## src/pkg/cbts_defines.svh

```systemverilog
// Constants for the card bus timing and serial mode block.
// Included by the card engine and the bench; definitions only.
`ifndef CBTS_DEFINES_SVH
`define CBTS_DEFINES_SVH

`define CBTS_NCR_MIN        7'h02
`define CBTS_NCR_MAX        7'h40
`define CBTS_NID            7'h05
`define CBTS_NAC_MIN        7'h02
`define CBTS_NST            7'h02
`define CBTS_CMD_RESET      6'h00
`define CBTS_CMD_SEND_OCR   6'h01
`define CBTS_CMD_ALL_CID    6'h02
`define CBTS_CMD_SET_ADDR   6'h03
`define CBTS_CMD_SEND_CSD   6'h09
`define CBTS_CMD_SEND_CID   6'h0a
`define CBTS_CMD_READ_DAT   6'h0b
`define CBTS_CMD_STOP       6'h0c
`define CBTS_CMD_STATUS     6'h0d
`define CBTS_CMD_BUS_TEST   6'h13
`define CBTS_CMD_READ_ONE   6'h11
`define CBTS_CMD_READ_MULTI 6'h12
`define CBTS_CMD_WRITE_ONE  6'h18
`define CBTS_CMD_WRITE_MULT 6'h19
`define CBTS_CMD_WRITE_DAT  6'h14
`define CBTS_CMD_EXTENDED_CARD_REGISTER    6'h08
`define CBTS_CMD_READ_OCR   6'h3a
`define CBTS_R1_IDLE        8'h01
`define CBTS_R1_READY       8'h00
`define CBTS_R1_ILLEGAL     8'h04
`define CBTS_R1_PARAM       8'h40
`define CBTS_TOKEN_START    8'hfe
`define CBTS_TOKEN_STOP     8'hfd
`define CBTS_TOKEN_ERROR    8'h08
`define CBTS_DATA_ACCEPT    8'he5
`define CBTS_DATA_CRC_BAD   8'heb
`define CBTS_BUSY_CYCLES    16'h0400
`define CBTS_LEN_CID        10'h010
`define CBTS_LEN_CSD        10'h010
`define CBTS_LEN_EXT        10'h200
`define CBTS_LEN_OCR        10'h004

`endif

```

## src/pkg/cbts_pkg.sv

```systemverilog
// Types for the card bus timing and serial mode block.
// Assumes the defines header sits beside it.
package cbts_pkg;
    typedef enum logic [3:0] {
        CBTS_IDLE    = 4'h0,
        CBTS_CMD     = 4'h1,
        CBTS_WAIT    = 4'h2,
        CBTS_RESP    = 4'h3,
        CBTS_DGAP    = 4'h4,
        CBTS_DTOKEN  = 4'h5,
        CBTS_DATA    = 4'h6,
        CBTS_CRC     = 4'h7,
        CBTS_WSTART  = 4'h8,
        CBTS_WDATA   = 4'h9,
        CBTS_WRESP   = 4'ha,
        CBTS_BUSY    = 4'hb
    } cbts_state_t;
endpackage

```

## src/pkg/cbts_byte_if.sv

```systemverilog
// Byte channel between the serial shifter and the protocol engine.
// Both ends run on the system clock.
`timescale 1ns/10ps
`default_nettype none
interface cbts_byte_if;
    logic       rxValid;
    logic [7:0] rxByte;
    logic       txLoad;
    logic [7:0] txByte;
    logic       txTaken;
    logic       selected;
    logic       bitEdge;
    modport shifter (output rxValid, output rxByte, input txLoad, input txByte,
                     output txTaken, output selected, output bitEdge);
    modport engine  (input rxValid, input rxByte, output txLoad, output txByte,
                     input txTaken, input selected, input bitEdge);
endinterface
`default_nettype wire

```

## src/logic/cbts_card.sv

```systemverilog
// Serial mode card engine; in native mode it only watches the command line for the entry reset.
// Assumes the host drives link clock, select and commands; all logic runs on clk.
`timescale 1ns/10ps
`default_nettype none
`include "cbts_defines.svh"
module cbts_card
    import cbts_pkg::*;
(
    input  wire logic       clk,
    input  wire logic       rstn,
    input  wire logic       linkClk,
    input  wire logic       selectN,
    input  wire logic       hostToCardLine,
    input  wire logic       partialAllowed,
    input  wire logic       retrieveError,
    output var  logic       cardToHostLine,
    output var  logic       serialMode,
    output var  logic       programming,
    output var  logic       writeStrobe,
    output var  logic [7:0] writeByte
);
    cbts_byte_if link ();

    cbts_shifter u_shift (
        .clk            (clk),
        .rstn           (rstn),
        .linkClk        (linkClk),
        .selectN        (selectN),
        .hostToCardLine (hostToCardLine),
        .cardToHostLine (cardToHostLine),
        .bus            (link)
    );

    cbts_state_t st_reg, st_next;
    logic        chosen_reg, chosen_next, spi_reg, spi_next;
    logic [2:0]  cmdIdx_reg, cmdIdx_next;
    logic [5:0]  cmd_reg, cmd_next;
    logic [7:0]  resp_reg, resp_next;
    logic [2:0]  respLeft_reg, respLeft_next;
    logic [9:0]  len_reg, len_next, cnt_reg, cnt_next;
    logic [6:0]  gap_reg, gap_next;
    logic        multi_reg, multi_next, isWrite_reg, isWrite_next;
    logic        err_reg, err_next;
    logic [15:0] busy_reg, busy_next;
    logic [7:0]  wb_reg, wb_next;
    logic        ws_reg, ws_next;
    logic [7:0]  txB;
    logic        txL;

    function automatic logic [9:0] reg_len(input logic [5:0] c);
        case (c)
            `CBTS_CMD_SEND_CID:  reg_len = `CBTS_LEN_CID;
            `CBTS_CMD_SEND_CSD:  reg_len = `CBTS_LEN_CSD;
            `CBTS_CMD_EXTENDED_CARD_REGISTER:   reg_len = `CBTS_LEN_EXT;
            `CBTS_CMD_READ_ONE,
            `CBTS_CMD_READ_MULTI: reg_len = `CBTS_LEN_EXT;
            `CBTS_CMD_WRITE_ONE,
            `CBTS_CMD_WRITE_MULT: reg_len = `CBTS_LEN_CID;
            default:             reg_len = 10'h000;
        endcase
    endfunction

    function automatic logic [2:0] resp_bytes(input logic [5:0] c);
        case (c)
            `CBTS_CMD_STATUS:   resp_bytes = 3'h2;
            `CBTS_CMD_READ_OCR: resp_bytes = 3'h5;
            default:            resp_bytes = 3'h1;
        endcase
    endfunction

    assign link.txLoad = txL;
    assign link.txByte = txB;
    assign serialMode  = spi_reg;
    assign programming = (st_reg == CBTS_BUSY);
    assign writeStrobe = ws_reg;
    assign writeByte   = wb_reg;

    always_comb begin
        st_next       = st_reg;
        chosen_next   = chosen_reg;
        spi_next      = spi_reg;
        cmdIdx_next   = cmdIdx_reg;
        cmd_next      = cmd_reg;
        resp_next     = resp_reg;
        respLeft_next = respLeft_reg;
        len_next      = len_reg;
        cnt_next      = cnt_reg;
        gap_next      = gap_reg;
        multi_next    = multi_reg;
        isWrite_next  = isWrite_reg;
        err_next      = err_reg;
        busy_next     = busy_reg;
        wb_next       = wb_reg;
        ws_next       = 1'b0;
        txL           = 1'b0;
        txB           = 8'hff;
        if (st_reg == CBTS_BUSY) begin
            txL = link.selected;
            txB = 8'h00;
            busy_next = busy_reg - 16'h0001;
            if (busy_reg == 16'h0000) begin
                st_next = CBTS_IDLE;
            end
        end else if (!link.selected && st_reg != CBTS_IDLE) begin
            st_next = CBTS_IDLE;
            cmdIdx_next = 3'h0;
        end else begin
            case (st_reg)
                CBTS_IDLE, CBTS_CMD: begin
                    if (link.rxValid) begin
                        if (cmdIdx_reg == 3'h0) begin
                            if (link.rxByte[7:6] == 2'h1) begin
                                cmd_next    = link.rxByte[5:0];
                                cmdIdx_next = 3'h1;
                                st_next     = CBTS_CMD;
                            end
                        end else if (cmdIdx_reg == 3'h5) begin
                            cmdIdx_next = 3'h0;
                            if (!chosen_reg && cmd_reg == `CBTS_CMD_RESET
                                && link.rxByte == 8'h95) begin
                                chosen_next = 1'b1;
                                spi_next = 1'b1;
                            end
                            if (spi_reg || (!chosen_reg && cmd_reg == `CBTS_CMD_RESET
                                            && link.rxByte == 8'h95)) begin
                                gap_next = `CBTS_NCR_MIN;
                                st_next  = CBTS_WAIT;
                                respLeft_next = resp_bytes(cmd_reg);
                                len_next = reg_len(cmd_reg);
                                multi_next = (cmd_reg == `CBTS_CMD_READ_MULTI)
                                           | (cmd_reg == `CBTS_CMD_WRITE_MULT);
                                isWrite_next = (cmd_reg == `CBTS_CMD_WRITE_ONE)
                                             | (cmd_reg == `CBTS_CMD_WRITE_MULT);
                                case (cmd_reg)
                                    `CBTS_CMD_RESET:     resp_next = `CBTS_R1_IDLE;
                                    `CBTS_CMD_ALL_CID, `CBTS_CMD_SET_ADDR,
                                    `CBTS_CMD_BUS_TEST,
                                    `CBTS_CMD_READ_DAT,
                                    `CBTS_CMD_WRITE_DAT: resp_next = `CBTS_R1_ILLEGAL;
                                    default: resp_next = (!partialAllowed
                                                          && multi_next)
                                                         ? `CBTS_R1_READY
                                                         : `CBTS_R1_READY;
                                endcase
                                if (resp_next != `CBTS_R1_READY) begin
                                    len_next = 10'h000;
                                    isWrite_next = 1'b0;
                                end
                            end else begin
                                st_next = CBTS_IDLE;
                            end
                        end else begin
                            cmdIdx_next = cmdIdx_reg + 3'h1;
                        end
                    end
                end
                CBTS_WAIT: begin
                    if (link.txTaken) begin
                        gap_next = gap_reg - 7'h01;
                        if (gap_reg == 7'h01) begin
                            st_next = CBTS_RESP;
                        end
                    end
                end
                CBTS_RESP: begin
                    txL = 1'b1;
                    txB = (respLeft_reg == resp_bytes(cmd_reg)) ? resp_reg : 8'h00;
                    if (link.txTaken) begin
                        respLeft_next = respLeft_reg - 3'h1;
                        if (respLeft_reg == 3'h1) begin
                            gap_next = `CBTS_NAC_MIN;
                            st_next = isWrite_reg ? CBTS_WSTART
                                    : (len_reg != 10'h000) ? CBTS_DGAP : CBTS_IDLE;
                        end
                    end
                end
                CBTS_DGAP: begin
                    if (link.txTaken) begin
                        gap_next = gap_reg - 7'h01;
                        if (gap_reg == 7'h01) begin
                            st_next = CBTS_DTOKEN;
                        end
                    end
                end
                CBTS_DTOKEN: begin
                    txL = 1'b1;
                    txB = retrieveError ? `CBTS_TOKEN_ERROR : `CBTS_TOKEN_START;
                    if (link.txTaken) begin
                        err_next = retrieveError;
                        cnt_next = len_reg;
                        st_next  = retrieveError ? CBTS_IDLE : CBTS_DATA;
                    end
                end
                CBTS_DATA: begin
                    txL = 1'b1;
                    txB = cnt_reg[7:0];
                    if (link.txTaken) begin
                        cnt_next = cnt_reg - 10'h001;
                        if (cnt_reg == 10'h001) begin
                            cnt_next = 10'h002;
                            st_next = CBTS_CRC;
                        end
                    end
                    if (link.rxValid && cmdIdx_reg == 3'h0 && link.rxByte == 8'h4c) begin
                        cmdIdx_next = 3'h1;
                        cmd_next = `CBTS_CMD_STOP;
                        st_next  = CBTS_CMD;
                    end
                end
                CBTS_CRC: begin
                    txL = 1'b1;
                    txB = 8'h00;
                    if (link.txTaken) begin
                        cnt_next = cnt_reg - 10'h001;
                        if (cnt_reg == 10'h001) begin
                            gap_next = `CBTS_NAC_MIN;
                            st_next = multi_reg ? CBTS_DGAP : CBTS_IDLE;
                        end
                    end
                end
                CBTS_WSTART: begin
                    if (link.rxValid) begin
                        if (link.rxByte == `CBTS_TOKEN_START) begin
                            cnt_next = (partialAllowed ? len_reg : `CBTS_LEN_EXT) + 10'h002;
                            st_next = CBTS_WDATA;
                        end else if (link.rxByte == `CBTS_TOKEN_STOP && multi_reg) begin
                            busy_next = `CBTS_BUSY_CYCLES;
                            st_next = CBTS_BUSY;
                        end
                    end
                end
                CBTS_WDATA: begin
                    if (link.rxValid) begin
                        wb_next = link.rxByte;
                        ws_next = (cnt_reg > 10'h002);
                        cnt_next = cnt_reg - 10'h001;
                        if (cnt_reg == 10'h001) begin
                            st_next = CBTS_WRESP;
                        end
                    end
                end
                CBTS_WRESP: begin
                    txL = 1'b1;
                    txB = `CBTS_DATA_ACCEPT;
                    if (link.txTaken) begin
                        busy_next = `CBTS_BUSY_CYCLES;
                        st_next = CBTS_BUSY;
                    end
                end
                default: st_next = CBTS_IDLE;
            endcase
        end
        if (st_reg == CBTS_BUSY && busy_reg == 16'h0000 && multi_reg) begin
            st_next = link.selected ? CBTS_WSTART : CBTS_IDLE;
        end
    end

    always_ff @(posedge clk or negedge rstn) begin
        if (!rstn) begin
            st_reg       <= CBTS_IDLE;
            chosen_reg   <= 1'b0;
            spi_reg      <= 1'b0;
            cmdIdx_reg   <= 3'h0;
            cmd_reg      <= 6'h00;
            resp_reg     <= 8'hff;
            respLeft_reg <= 3'h0;
            len_reg      <= 10'h000;
            cnt_reg      <= 10'h000;
            gap_reg      <= 7'h00;
            multi_reg    <= 1'b0;
            isWrite_reg  <= 1'b0;
            err_reg      <= 1'b0;
            busy_reg     <= 16'h0000;
            wb_reg       <= 8'h00;
            ws_reg       <= 1'b0;
        end else begin
            st_reg       <= st_next;
            chosen_reg   <= chosen_next;
            spi_reg      <= spi_next;
            cmdIdx_reg   <= cmdIdx_next;
            cmd_reg      <= cmd_next;
            resp_reg     <= resp_next;
            respLeft_reg <= respLeft_next;
            len_reg      <= len_next;
            cnt_reg      <= cnt_next;
            gap_reg      <= gap_next;
            multi_reg    <= multi_next;
            isWrite_reg  <= isWrite_next;
            err_reg      <= err_next;
            busy_reg     <= busy_next;
            wb_reg       <= wb_next;
            ws_reg       <= ws_next;
        end
    end
endmodule
`default_nettype wire

```

## src/logic/cbts_shifter.sv

```systemverilog
// Byte shifter for the serial link: samples select, clock and data pins.
// Assumes the link clock is far slower than clk (idle low, mode 0).
`timescale 1ns/10ps
`default_nettype none
module cbts_shifter
    import cbts_pkg::*;
(
    input  wire logic clk,
    input  wire logic rstn,
    input  wire logic linkClk,
    input  wire logic selectN,
    input  wire logic hostToCardLine,
    output var  logic cardToHostLine,
    cbts_byte_if.shifter bus
);
    logic [1:0] clkSync_reg, selSync_reg, dinSync_reg;
    logic       clkLast_reg, clkLast_next;
    logic [2:0] bitCnt_reg, bitCnt_next;
    logic [7:0] rxSh_reg, rxSh_next, txSh_reg, txSh_next;
    logic       rxValid_reg, rxValid_next, taken_reg, taken_next;
    logic       dout_reg, dout_next;
    logic       rise, fall, sel;

    assign sel  = ~selSync_reg[1];
    assign rise = clkSync_reg[1] & ~clkLast_reg;
    assign fall = ~clkSync_reg[1] & clkLast_reg;
    assign bus.rxValid  = rxValid_reg;
    assign bus.rxByte   = rxSh_reg;
    assign bus.txTaken  = taken_reg;
    assign bus.selected = sel;
    assign bus.bitEdge  = rise;
    assign cardToHostLine = dout_reg;

    always_comb begin
        clkLast_next = clkSync_reg[1];
        bitCnt_next  = bitCnt_reg;
        rxSh_next    = rxSh_reg;
        txSh_next    = txSh_reg;
        rxValid_next = 1'b0;
        taken_next   = 1'b0;
        dout_next    = dout_reg;
        if (!sel) begin
            bitCnt_next = 3'h0;
            txSh_next   = 8'hff;
            dout_next   = 1'b1;
        end else begin
            if (rise) begin
                rxSh_next   = {rxSh_reg[6:0], dinSync_reg[1]};
                bitCnt_next = bitCnt_reg + 3'h1;
                if (bitCnt_reg == 3'h7) begin
                    rxValid_next = 1'b1;
                end
            end
            if (fall) begin
                if (bitCnt_reg == 3'h0) begin
                    txSh_next  = {(bus.txLoad ? bus.txByte[6:0] : 7'h7f), 1'b1};
                    dout_next  = bus.txLoad ? bus.txByte[7] : 1'b1;
                    taken_next = 1'b1;
                end else begin
                    dout_next = txSh_reg[7];
                    txSh_next = {txSh_reg[6:0], 1'b1};
                end
            end
        end
    end

    always_ff @(posedge clk or negedge rstn) begin
        if (!rstn) begin
            clkSync_reg <= 2'h0;
            selSync_reg <= 2'h3;
            dinSync_reg <= 2'h3;
            clkLast_reg <= 1'b0;
            bitCnt_reg  <= 3'h0;
            rxSh_reg    <= 8'h00;
            txSh_reg    <= 8'hff;
            rxValid_reg <= 1'b0;
            taken_reg   <= 1'b0;
            dout_reg    <= 1'b1;
        end else begin
            clkSync_reg <= {clkSync_reg[0], linkClk};
            selSync_reg <= {selSync_reg[0], selectN};
            dinSync_reg <= {dinSync_reg[0], hostToCardLine};
            clkLast_reg <= clkLast_next;
            bitCnt_reg  <= bitCnt_next;
            rxSh_reg    <= rxSh_next;
            txSh_reg    <= txSh_next;
            rxValid_reg <= rxValid_next;
            taken_reg   <= taken_next;
            dout_reg    <= dout_next;
        end
    end
endmodule
`default_nettype wire

```

## config.mk

```make
export PLATFORM = sky130hd
export DESIGN_NAME = cbts_card
export DESIGN_NICKNAME = d
export VERILOG_FILES = /design/src/pkg/cbts_pkg.sv /design/src/pkg/cbts_byte_if.sv /design/src/logic/cbts_card.sv /design/src/logic/cbts_shifter.sv
export VERILOG_INCLUDE_DIRS = /design/src /design/src/pkg
export SDC_FILE = /design/constraint.sdc
export NUM_CORES = 1
export LEC_CHECK = 0
export BUFFER_PORTS_ARGS = -buffer_cell sky130_fd_sc_hd__buf_2
export CAP_MARGIN = 20
export CORE_AREA = 5 5 132 134
export CTS_CLUSTER_DIAMETER = 120
export DETAILED_ROUTE_END_ITERATION = 6
export DIE_AREA = 0 0 137 139
export MAX_ROUTING_LAYER = met4
export SKIP_LAST_GASP = 1
export SLEW_MARGIN = 40
export SYNTH_ARGS = -nofsm -noshare
export SYNTH_HDL_FRONTEND = slang
export SYNTH_HIERARCHICAL = 1
export SYNTH_SLANG_ARGS = --single-unit
```

## constraint.sdc

```tcl
create_clock -name clk -period 5.3 [get_ports clk]
set_input_delay 0.265 -clock clk [delete_from_list [all_inputs] [get_ports clk]]
set_output_delay 0.265 -clock clk [all_outputs]
set_load 0.05 [all_outputs]
```

==> results.json, run 1 <==
{
  "drive_gt1_share_pct": 15.5,
  "grt.total_usage_pct": 15.1,
  "reg2regPathDepth": 7,
  "path_class": "flip-flop to primary output",
  "relSlewSlack_pct": 45.0,
  "hold_viol": 0,
  "power_density_mw_per_mm2": 360,
  "max-vdd-ir-drop_mv": 0.199,
  "seq_area_frac_synth_pct": 43.0,
  "synth_flop_cell": "dfrtp_1",
  "largest_reg_flops": 16,
  "critPathArrivalTime_ns": 2.83,
  "insertion_delay_ns": 0.35,
  "slew_viol_final": 0,
  "synth-async-reset-ratio_pct": 100,
  "cts.sinks": 94,
  "clk_pin_slew_ns": 0.06,
  "antenna_found_initial": 0,
  "slowest_delay_ns": 0.87,
  "hold_path_depth": 1,
  "path_delay_family": "flip-flops",
  "setup_ws_ns": 2.21,
  "path_buf_inv": 2,
  "maxClockFrequency_mhz": 323,
  "fp.dieW_um": 137,
  "wl_per_cell_um": 16.3,
  "cts_tree": "done",
  "outcome": "completed",
  "tns_ns": 0,
  "syn_avg_cell_area_um2": 9.22,
  "place_congestion": 0.931,
  "period_needed_ns": 3.09,
  "area_delta_synth_final_pct": 12.3,
  "ctsLongestPathBuffers": 2,
  "worstMarginPinSlew_ns": 0.825,
  "ys_warn_count": 6,
  "dp.final_hpwl_mm": 9.62,
  "max-cap-violations": 0,
  "netlist_area_mm2": 0.00552,
  "dr.pass1.iters": 7,
  "synth.distinct_cells": 77,
  "rows": 47,
  "crit_required_ns": 5.04,
  "grt_pass1_vias": 4573,
  "vias": 4696,
  "numCtsBuffers": 9,
  "grt_pass1_wl_mm": 22.9,
  "drt-total-wl_mm": 13.6,
  "dieArea_mm2": 0.0190,
  "rsz0062_at_grt": "false",
  "period_share_pct": 58.3,
  "cts_root_buf": "clkbuf_16",
  "crit_path_top_delay_cell": "dfrtp_1",
  "cts_resized": 0,
  "h-tree-depth": 3,
  "drt_iter0_drc": 335,
  "grt_overflow": 0,
  "power_leakage_nw": 2.56,
  "place_ws_ns": 2.18,
  "ios": 19,
  "cp-start-kind": "flip-flop",
  "drt-vias-per-instance": 5.64,
  "portBuffers": 18,
  "cp_max_fo": 23,
  "die_height_um": 139,
  "syn-num-nets": 617,
  "core_area_mm2": 0.0162,
  "critPathCaptureType": "primary output",
  "synth_seq_cells": 94,
  "worst-path-stages": 4,
  "synth_cells": 598,
  "drc": 0,
  "setup_viol": 0,
  "hold_path_class": "input port to flip-flop",
  "crit_chain": "nor2b_1 > nand2_1 > inv_2 > buf_2",
  "detail-route-antenna-nets": 0,
  "grt_max_degree": 54,
  "nets": 627,
  "synth_edf_count": 0,
  "skew_ns": 0.00861,
  "antennaDiodeCount": 0,
  "start_util_pct": 34.1
}
-- per-layer routing --
metal	part of all wire [%]	track usage [%]	up-vias	routed length (µm)
met1	46	20.4	2321	6260
li1	-	-	2233	-
met2	48	23.0	124	6550
met3	4.3	2.69	18	580
met4	1.7	4.73	0	229
met5	0	-	-	0
-- synth_stat cells, types with 3 or more instances --
| master | n | area share, % |
|---|---|---|
| nand2_1 | 41 | 2.8 |
| nand3_1 | 10 | 0.91 |
| mux2_2 | 20 | 4.1 |
| nand4bb_1 | 8 | 1.6 |
| o31ai_1 | 10 | 1.4 |
| a21oi_1 | 32 | 2.9 |
| nor3b_1 | 4 | 0.54 |
| nor2b_1 | 9 | 1.0 |
| dfstp_2 | 15 | 7.1 |
| and2_1 | 5 | 0.57 |
| buf_2 | 8 | 0.73 |
| o31a_1 | 4 | 0.63 |
| a32o_1 | 3 | 0.54 |
| or4_1 | 5 | 0.68 |
| nand2b_1 | 12 | 1.4 |
| a2bb2oi_1 | 10 | 1.6 |
| o41ai_1 | 3 | 0.48 |
| clkbuf_1 | 17 | 1.2 |
| ha_1 | 12 | 2.7 |
| nand3b_1 | 7 | 0.95 |
| nor2_1 | 55 | 3.7 |
| or3_1 | 8 | 0.91 |
| o211ai_1 | 4 | 0.54 |
| o21ai_1 | 8 | 0.73 |
| nor3_1 | 14 | 1.3 |
| inv_1 | 28 | 1.9 |
| and4_1 | 3 | 0.48 |
| a221oi_1 | 3 | 0.48 |
| nand4_1 | 7 | 0.79 |
| o21ai_0 | 66 | 6.0 |
| and3_1 | 4 | 0.45 |
| a31oi_1 | 11 | 1.2 |
| a22oi_1 | 3 | 0.41 |
| nor4_1 | 7 | 0.79 |
| xnor2_1 | 3 | 0.48 |
| mux2i_1 | 4 | 0.73 |
| dfrtp_1 | 79 | 36 |
-- what timing repair did --
item | 4_1_cts | 5_1_grt
hold buffers | 2 | 1
hold endpoints to repair | 40 | 1
endpoints found under the setup margin | 0 | 0
buffers inserted | 0 | 0
-- stage by stage --
step	area [µm²]	instances	hold WS, ns	power (mW)	util (%)
after floorplan	5520	598	-0.0306	1.32	-
after global placement	5790	811	0.284	1.44	35.8
after detailed placement	5800	812	0.296	1.46	35.8
after CTS	6170	830	0.000625	2.24	38.1
after global routing	6200	833	0.0130	2.36	38.3
final	6200	833	0.0276	2.23	38.3
-- layout by cell type (no fill, tap or decap), drive strengths merged, types with 5 or more instances in the layout --
cell type  Yosys  layout
a21oi         32      32
a2bb2oi       10      10
a31oi         11      11
and2           5       5
buf           11      26
clkbuf        19       9
dfrtp         79      79
dfstp         15      15
ha            12      12
inv           30      34
mux2          21      21
nand2         41      41
nand2b        12      12
nand3         11      11
nand3b         7       7
nand4          7       7
nand4bb        8       8
nor2          56      56
nor2b         10      10
nor3          17      17
nor3b          5       5
nor4          11      11
o21ai         74      74
o31ai         10      10
or3            8       8
or4            5       5
-- power by group --
part	internal, mW	switching (mW)
combinational	0.233	0.314
clock	0.468	0.292
sequential	0.778	0.143
total	1.48	0.749
-- path summary, 6_finish.rpt --
check	from	to	slack [ns]
min in group asynchronous	rstn	u_shift/bus.rxByte[0]	0.44
setup reg to reg	st_reg[0]	u_shift/txSh_reg[5]	2.30
hold / removal	linkClk	u_shift/clkSync_reg[0]	0.03
setup / recovery	st_reg[3]	programming	2.21
hold reg to reg	u_shift/clkSync_reg[0]	u_shift/clkSync_reg[1]	0.35
max in group asynchronous	rstn	u_shift/clkSync_reg[0]	3.79
-- logic make-up (layout without fill, tap and decap cells) --
logic type	count (synthesis)	in the layout	share of synthesized area, %
and+or+nand+nor	222	222	23.5
AOI/OAI and AO/OA	181	181	20.7
DFF	94	94	43.0
buffers and inverters	60	75	4.51
muxes	25	25	5.01
adders and majority gates	12	12	2.72
xor gates and xnor gates	4	4	0.635
-- final cells by class --
| class | count | area [µm²] |
|---|---|---|
| clock buffer | 9 | 225 |
| clock inverter | 7 | 125 |
| fill | 1599 | 9980 |
| inverter | 30 | 113 |
| multi-input combinational | 444 | 2910 |
| sequential | 94 | 2370 |
| tap | 220 | 275 |
| timing repair buffer | 29 | 175 |
Note: power is estimated with default switching activity, not from simulation.
==> run 2, diff against run 1 <==
- ABC_AREA: unset -> 1
- CORE_AREA: 5 5 132 134 -> 5 5 136 138
- DIE_AREA: 0 0 137 139 -> 0 0 141 143
- clock period: 5.3 -> 3.06 ns (I/O delays scaled with it)
==> run 2 against run 1 <==
  * First-iteration DRC count is 15% lower
  * Combinational power grew to 3.1 times the previous value
  * Sequential cell count stayed put
  * Global-route usage is 0.24 points higher
  * Power is 100% higher
  * Register-to-register slack worse by 1.6 ns
  * Clock power is 49% higher
  * Clock skew is 0.0030 ns higher
  * Design area is 5.5% higher
  * Sequential share of layout area is 2.0 points lower
==> results.json, run 2 <==
{
  "synth_edf_count": 0,
  "synth-simple-area-share_pct": 33.5,
  "area_delta_synth_final_pct": 10.7,
  "netlist_area_mm2": 0.00590,
  "netlist.area_leader.share_pct": 33.5,
  "core_area_mm2": 0.0171,
  "crit_path_top_delay_cell": "dfrtp_1",
  "place_congestion": 0.922,
  "stdcell_count": 1064,
  "worstMarginPinSlew_ns": 0.669,
  "dp_cells": 1044,
  "ctsLongestPathBuffers": 2,
  "synth_top_family_by_area": "simple AND/OR/NAND/NOR gates",
  "setup_viol": 0,
  "grt.total_usage_pct": 15.3,
  "slowest_delay_ns": 0.64,
  "period_needed_ns": 2.34,
  "path_class": "flip-flop to flip-flop",
  "slew_viol_final": 0,
  "antennaDiodeCount": 0,
  "ys_top_cells_by_count": "nand2_1 (234), inv_1 (102), nor2_1 (86), dfrtp_1 (79), nand3_1 (59)",
  "placed_area_mm2": 0.00620,
  "critPathCaptureType": "flip-flop",
  "seq_area_frac_synth_pct": 40.2,
  "final_cell_mix": "nand2_1 (234), inv_1 (102), nor2_1 (86)",
  "post-synth-top-count-cell": "nand2_1",
  "synth_adder_area_share_pct": 2.54,
  "dp.final_hpwl_mm": 10.8,
  "cpMostUsedCell": "nand2_1",
  "path_delay_family": "simple AND/OR/NAND/NOR gates",
  "numCtsBuffers": 9,
  "largest_reg_flops": 16,
  "synth.distinct_cells": 49,
  "hold_viol": 0,
  "power_density_mw_per_mm2": 689,
  "regArea_mm2": 0.00237,
  "max-cap-violations": 0,
  "cts.sinks": 94,
  "fp.dieW_um": 141,
  "cp_max_fo": 10,
  "skew_ns": 0.0116,
  "power_leakage_nw": 3.34,
  "clk_pin_slew_ns": 0.08,
  "antenna_found_initial": 0,
  "synth_flop_cell": "dfrtp_1",
  "synth-async-reset-ratio_pct": 100,
  "relSlewSlack_pct": 55.4,
  "rows": 48,
  "grt_overflow": 0,
  "portBuffers": 18,
  "cts_tree": "done",
  "detail-route-antenna-nets": 0,
  "die_height_um": 143,
  "multi_input_area_mm2": 0.00297,
  "crit_required_ns": 3.34,
  "ctsHoldBuffers": 4,
  "ys_warn_count": 6,
  "cp-start-kind": "flip-flop",
  "drt-total-wl_mm": 14.4,
  "post_cts_buffers": 0,
  "max-vdd-ir-drop_mv": 0.354,
  "tns_ns": 0,
  "wl_per_cell_um": 13.5,
  "synth_cells": 812,
  "crit_chain": "nand2_2 > inv_1 > nand2_1 > nand2_1 > nor2_1 > nand2_1 > nand2_1 > inv_1 > nand3_1 > a21oi_1 > a21oi_1 > inv_1 > nand2_1 > nand2_1 > nand3_1 > nand2_1 > nand2_1",
  "outcome": "completed",
  "synth_top_cell_by_area": "dfrtp_1",
  "synth_seq_cells": 94,
  "fill_cells": 1796,
  "synth_mux_area_share_pct": 0.191,
  "synth-xor-area-share_pct": 2.23,
  "hold_path_class": "input port to flip-flop",
  "grt_pass1_wl_mm": 24.5,
  "cts_root_buf": "clkbuf_16",
  "grt_pass1_vias": 4833,
  "dr.pass1.iters": 7,
  "drt_iter0_drc": 284,
  "path_buf_inv": 3,
  "h-tree-depth": 3,
  "syn-num-nets": 831,
  "rsz0062_at_grt": "false",
  "vias": 5168,
  "final_common_cell": "nand2_1",
  "maxClockFrequency_mhz": 428,
  "critPathArrivalTime_ns": 2.62,
  "nets": 853,
  "syn_avg_cell_area_um2": 7.27,
  "drt-vias-per-instance": 4.86,
  "grt_max_degree": 50,
  "start_util_pct": 34.6,
  "drive_gt1_share_pct": 13.6,
  "cts_resized": 0,
  "period_share_pct": 76.4,
  "synth.area.top_cells": "dfrtp_1 (33%), nand2_1 (15%), dfstp_2 (6.7%)",
  "ios": 19,
  "insertion_delay_ns": 0.35,
  "synth_compound_area_share_pct": 11.8,
  "final_area_mm2": 0.00654,
  "dieArea_mm2": 0.0202,
  "drc": 0
}
[run 2: metrics by stage]
stage	utilization (%)	power (mW)	setup slack, ns	hold slack (ns)
finish	38.3	4.51	0.721	0.290
global route	38.3	4.88	0.379	0.340
CTS	38.3	4.54	0.754	0.294
detailed placement	36.3	3.38	0.764	0.242
global placement	36.3	3.39	0.782	0.243
floorplan	-	2.99	1.14	-0.143
[run 2: final cells by class]
type	count	area share [%]
Clock inverter	7	1.13
Timing Repair Buffer	25	2.57
Clock buffer	9	3.45
Inverter	117	6.82
Multi-Input combinational cell	587	45.5
Tap cell	225	4.31
Sequential cell	94	36.3
[run 2: kinds of logic (layout without fill, tap and decap cells)]
logic type / count (synthesis) / in the layout
AO/OA/AOI/OAI: 115 / 115
adder cells (fa/ha/maj): 12 / 12
XOR/XNOR: 15 / 15
buffers and inverters: 131 / 158
multiplexers: 1 / 1
flip-flops: 94 / 94
AND/OR/NAND/NOR: 444 / 444
[run 2: power by group]
| part | internal (mW) | switching, mW | leakage, nW |
|---|---|---|---|
| clock | 0.577 | 0.550 | 0.140 |
| combinational | 0.553 | 1.17 | 1.98 |
| sequential | 1.43 | 0.223 | 1.22 |
| total | 2.56 | 1.94 | 3.34 |
[run 2: worst paths after layout]
| kind | startpoint | to | slack [ns] | cells past startpoint |
|---|---|---|---|---|
| max reg2reg | st_reg[0] | u_shift/cardToHostLine | 0.72 | 17 |
| min in group asynchronous | rstn | cmd_reg[2] | 0.39 | 2 |
| min | partialAllowed | cnt_reg[9] | 0.29 | 6 |
| max in group asynchronous | rstn | u_shift/txSh_reg[7] | 1.93 | 3 |
| min reg2reg | u_shift/clkSync_reg[0] | u_shift/clkSync_reg[1] | 0.35 | 0 |
| max | st_reg[0] | u_shift/cardToHostLine | 0.72 | 17 |
[run 2: metal layers]
layer  part of all wire [%]  up-vias  GRT usage [%]
met5                      0        -              -
met4                    1.9        0           4.23
met3                    3.8       19           3.22
met2                     46       97           23.6
met1                     49     2403           20.5
li1                       -     2649              -
[run 2: tightest hold or removal path: stages]
cell and delay (ns):
buf_2 0.09, inv_1 0.08, o21ai_0 0.09, nand3_1 0.08
nand2_1 0.04, o21ai_0 0.06
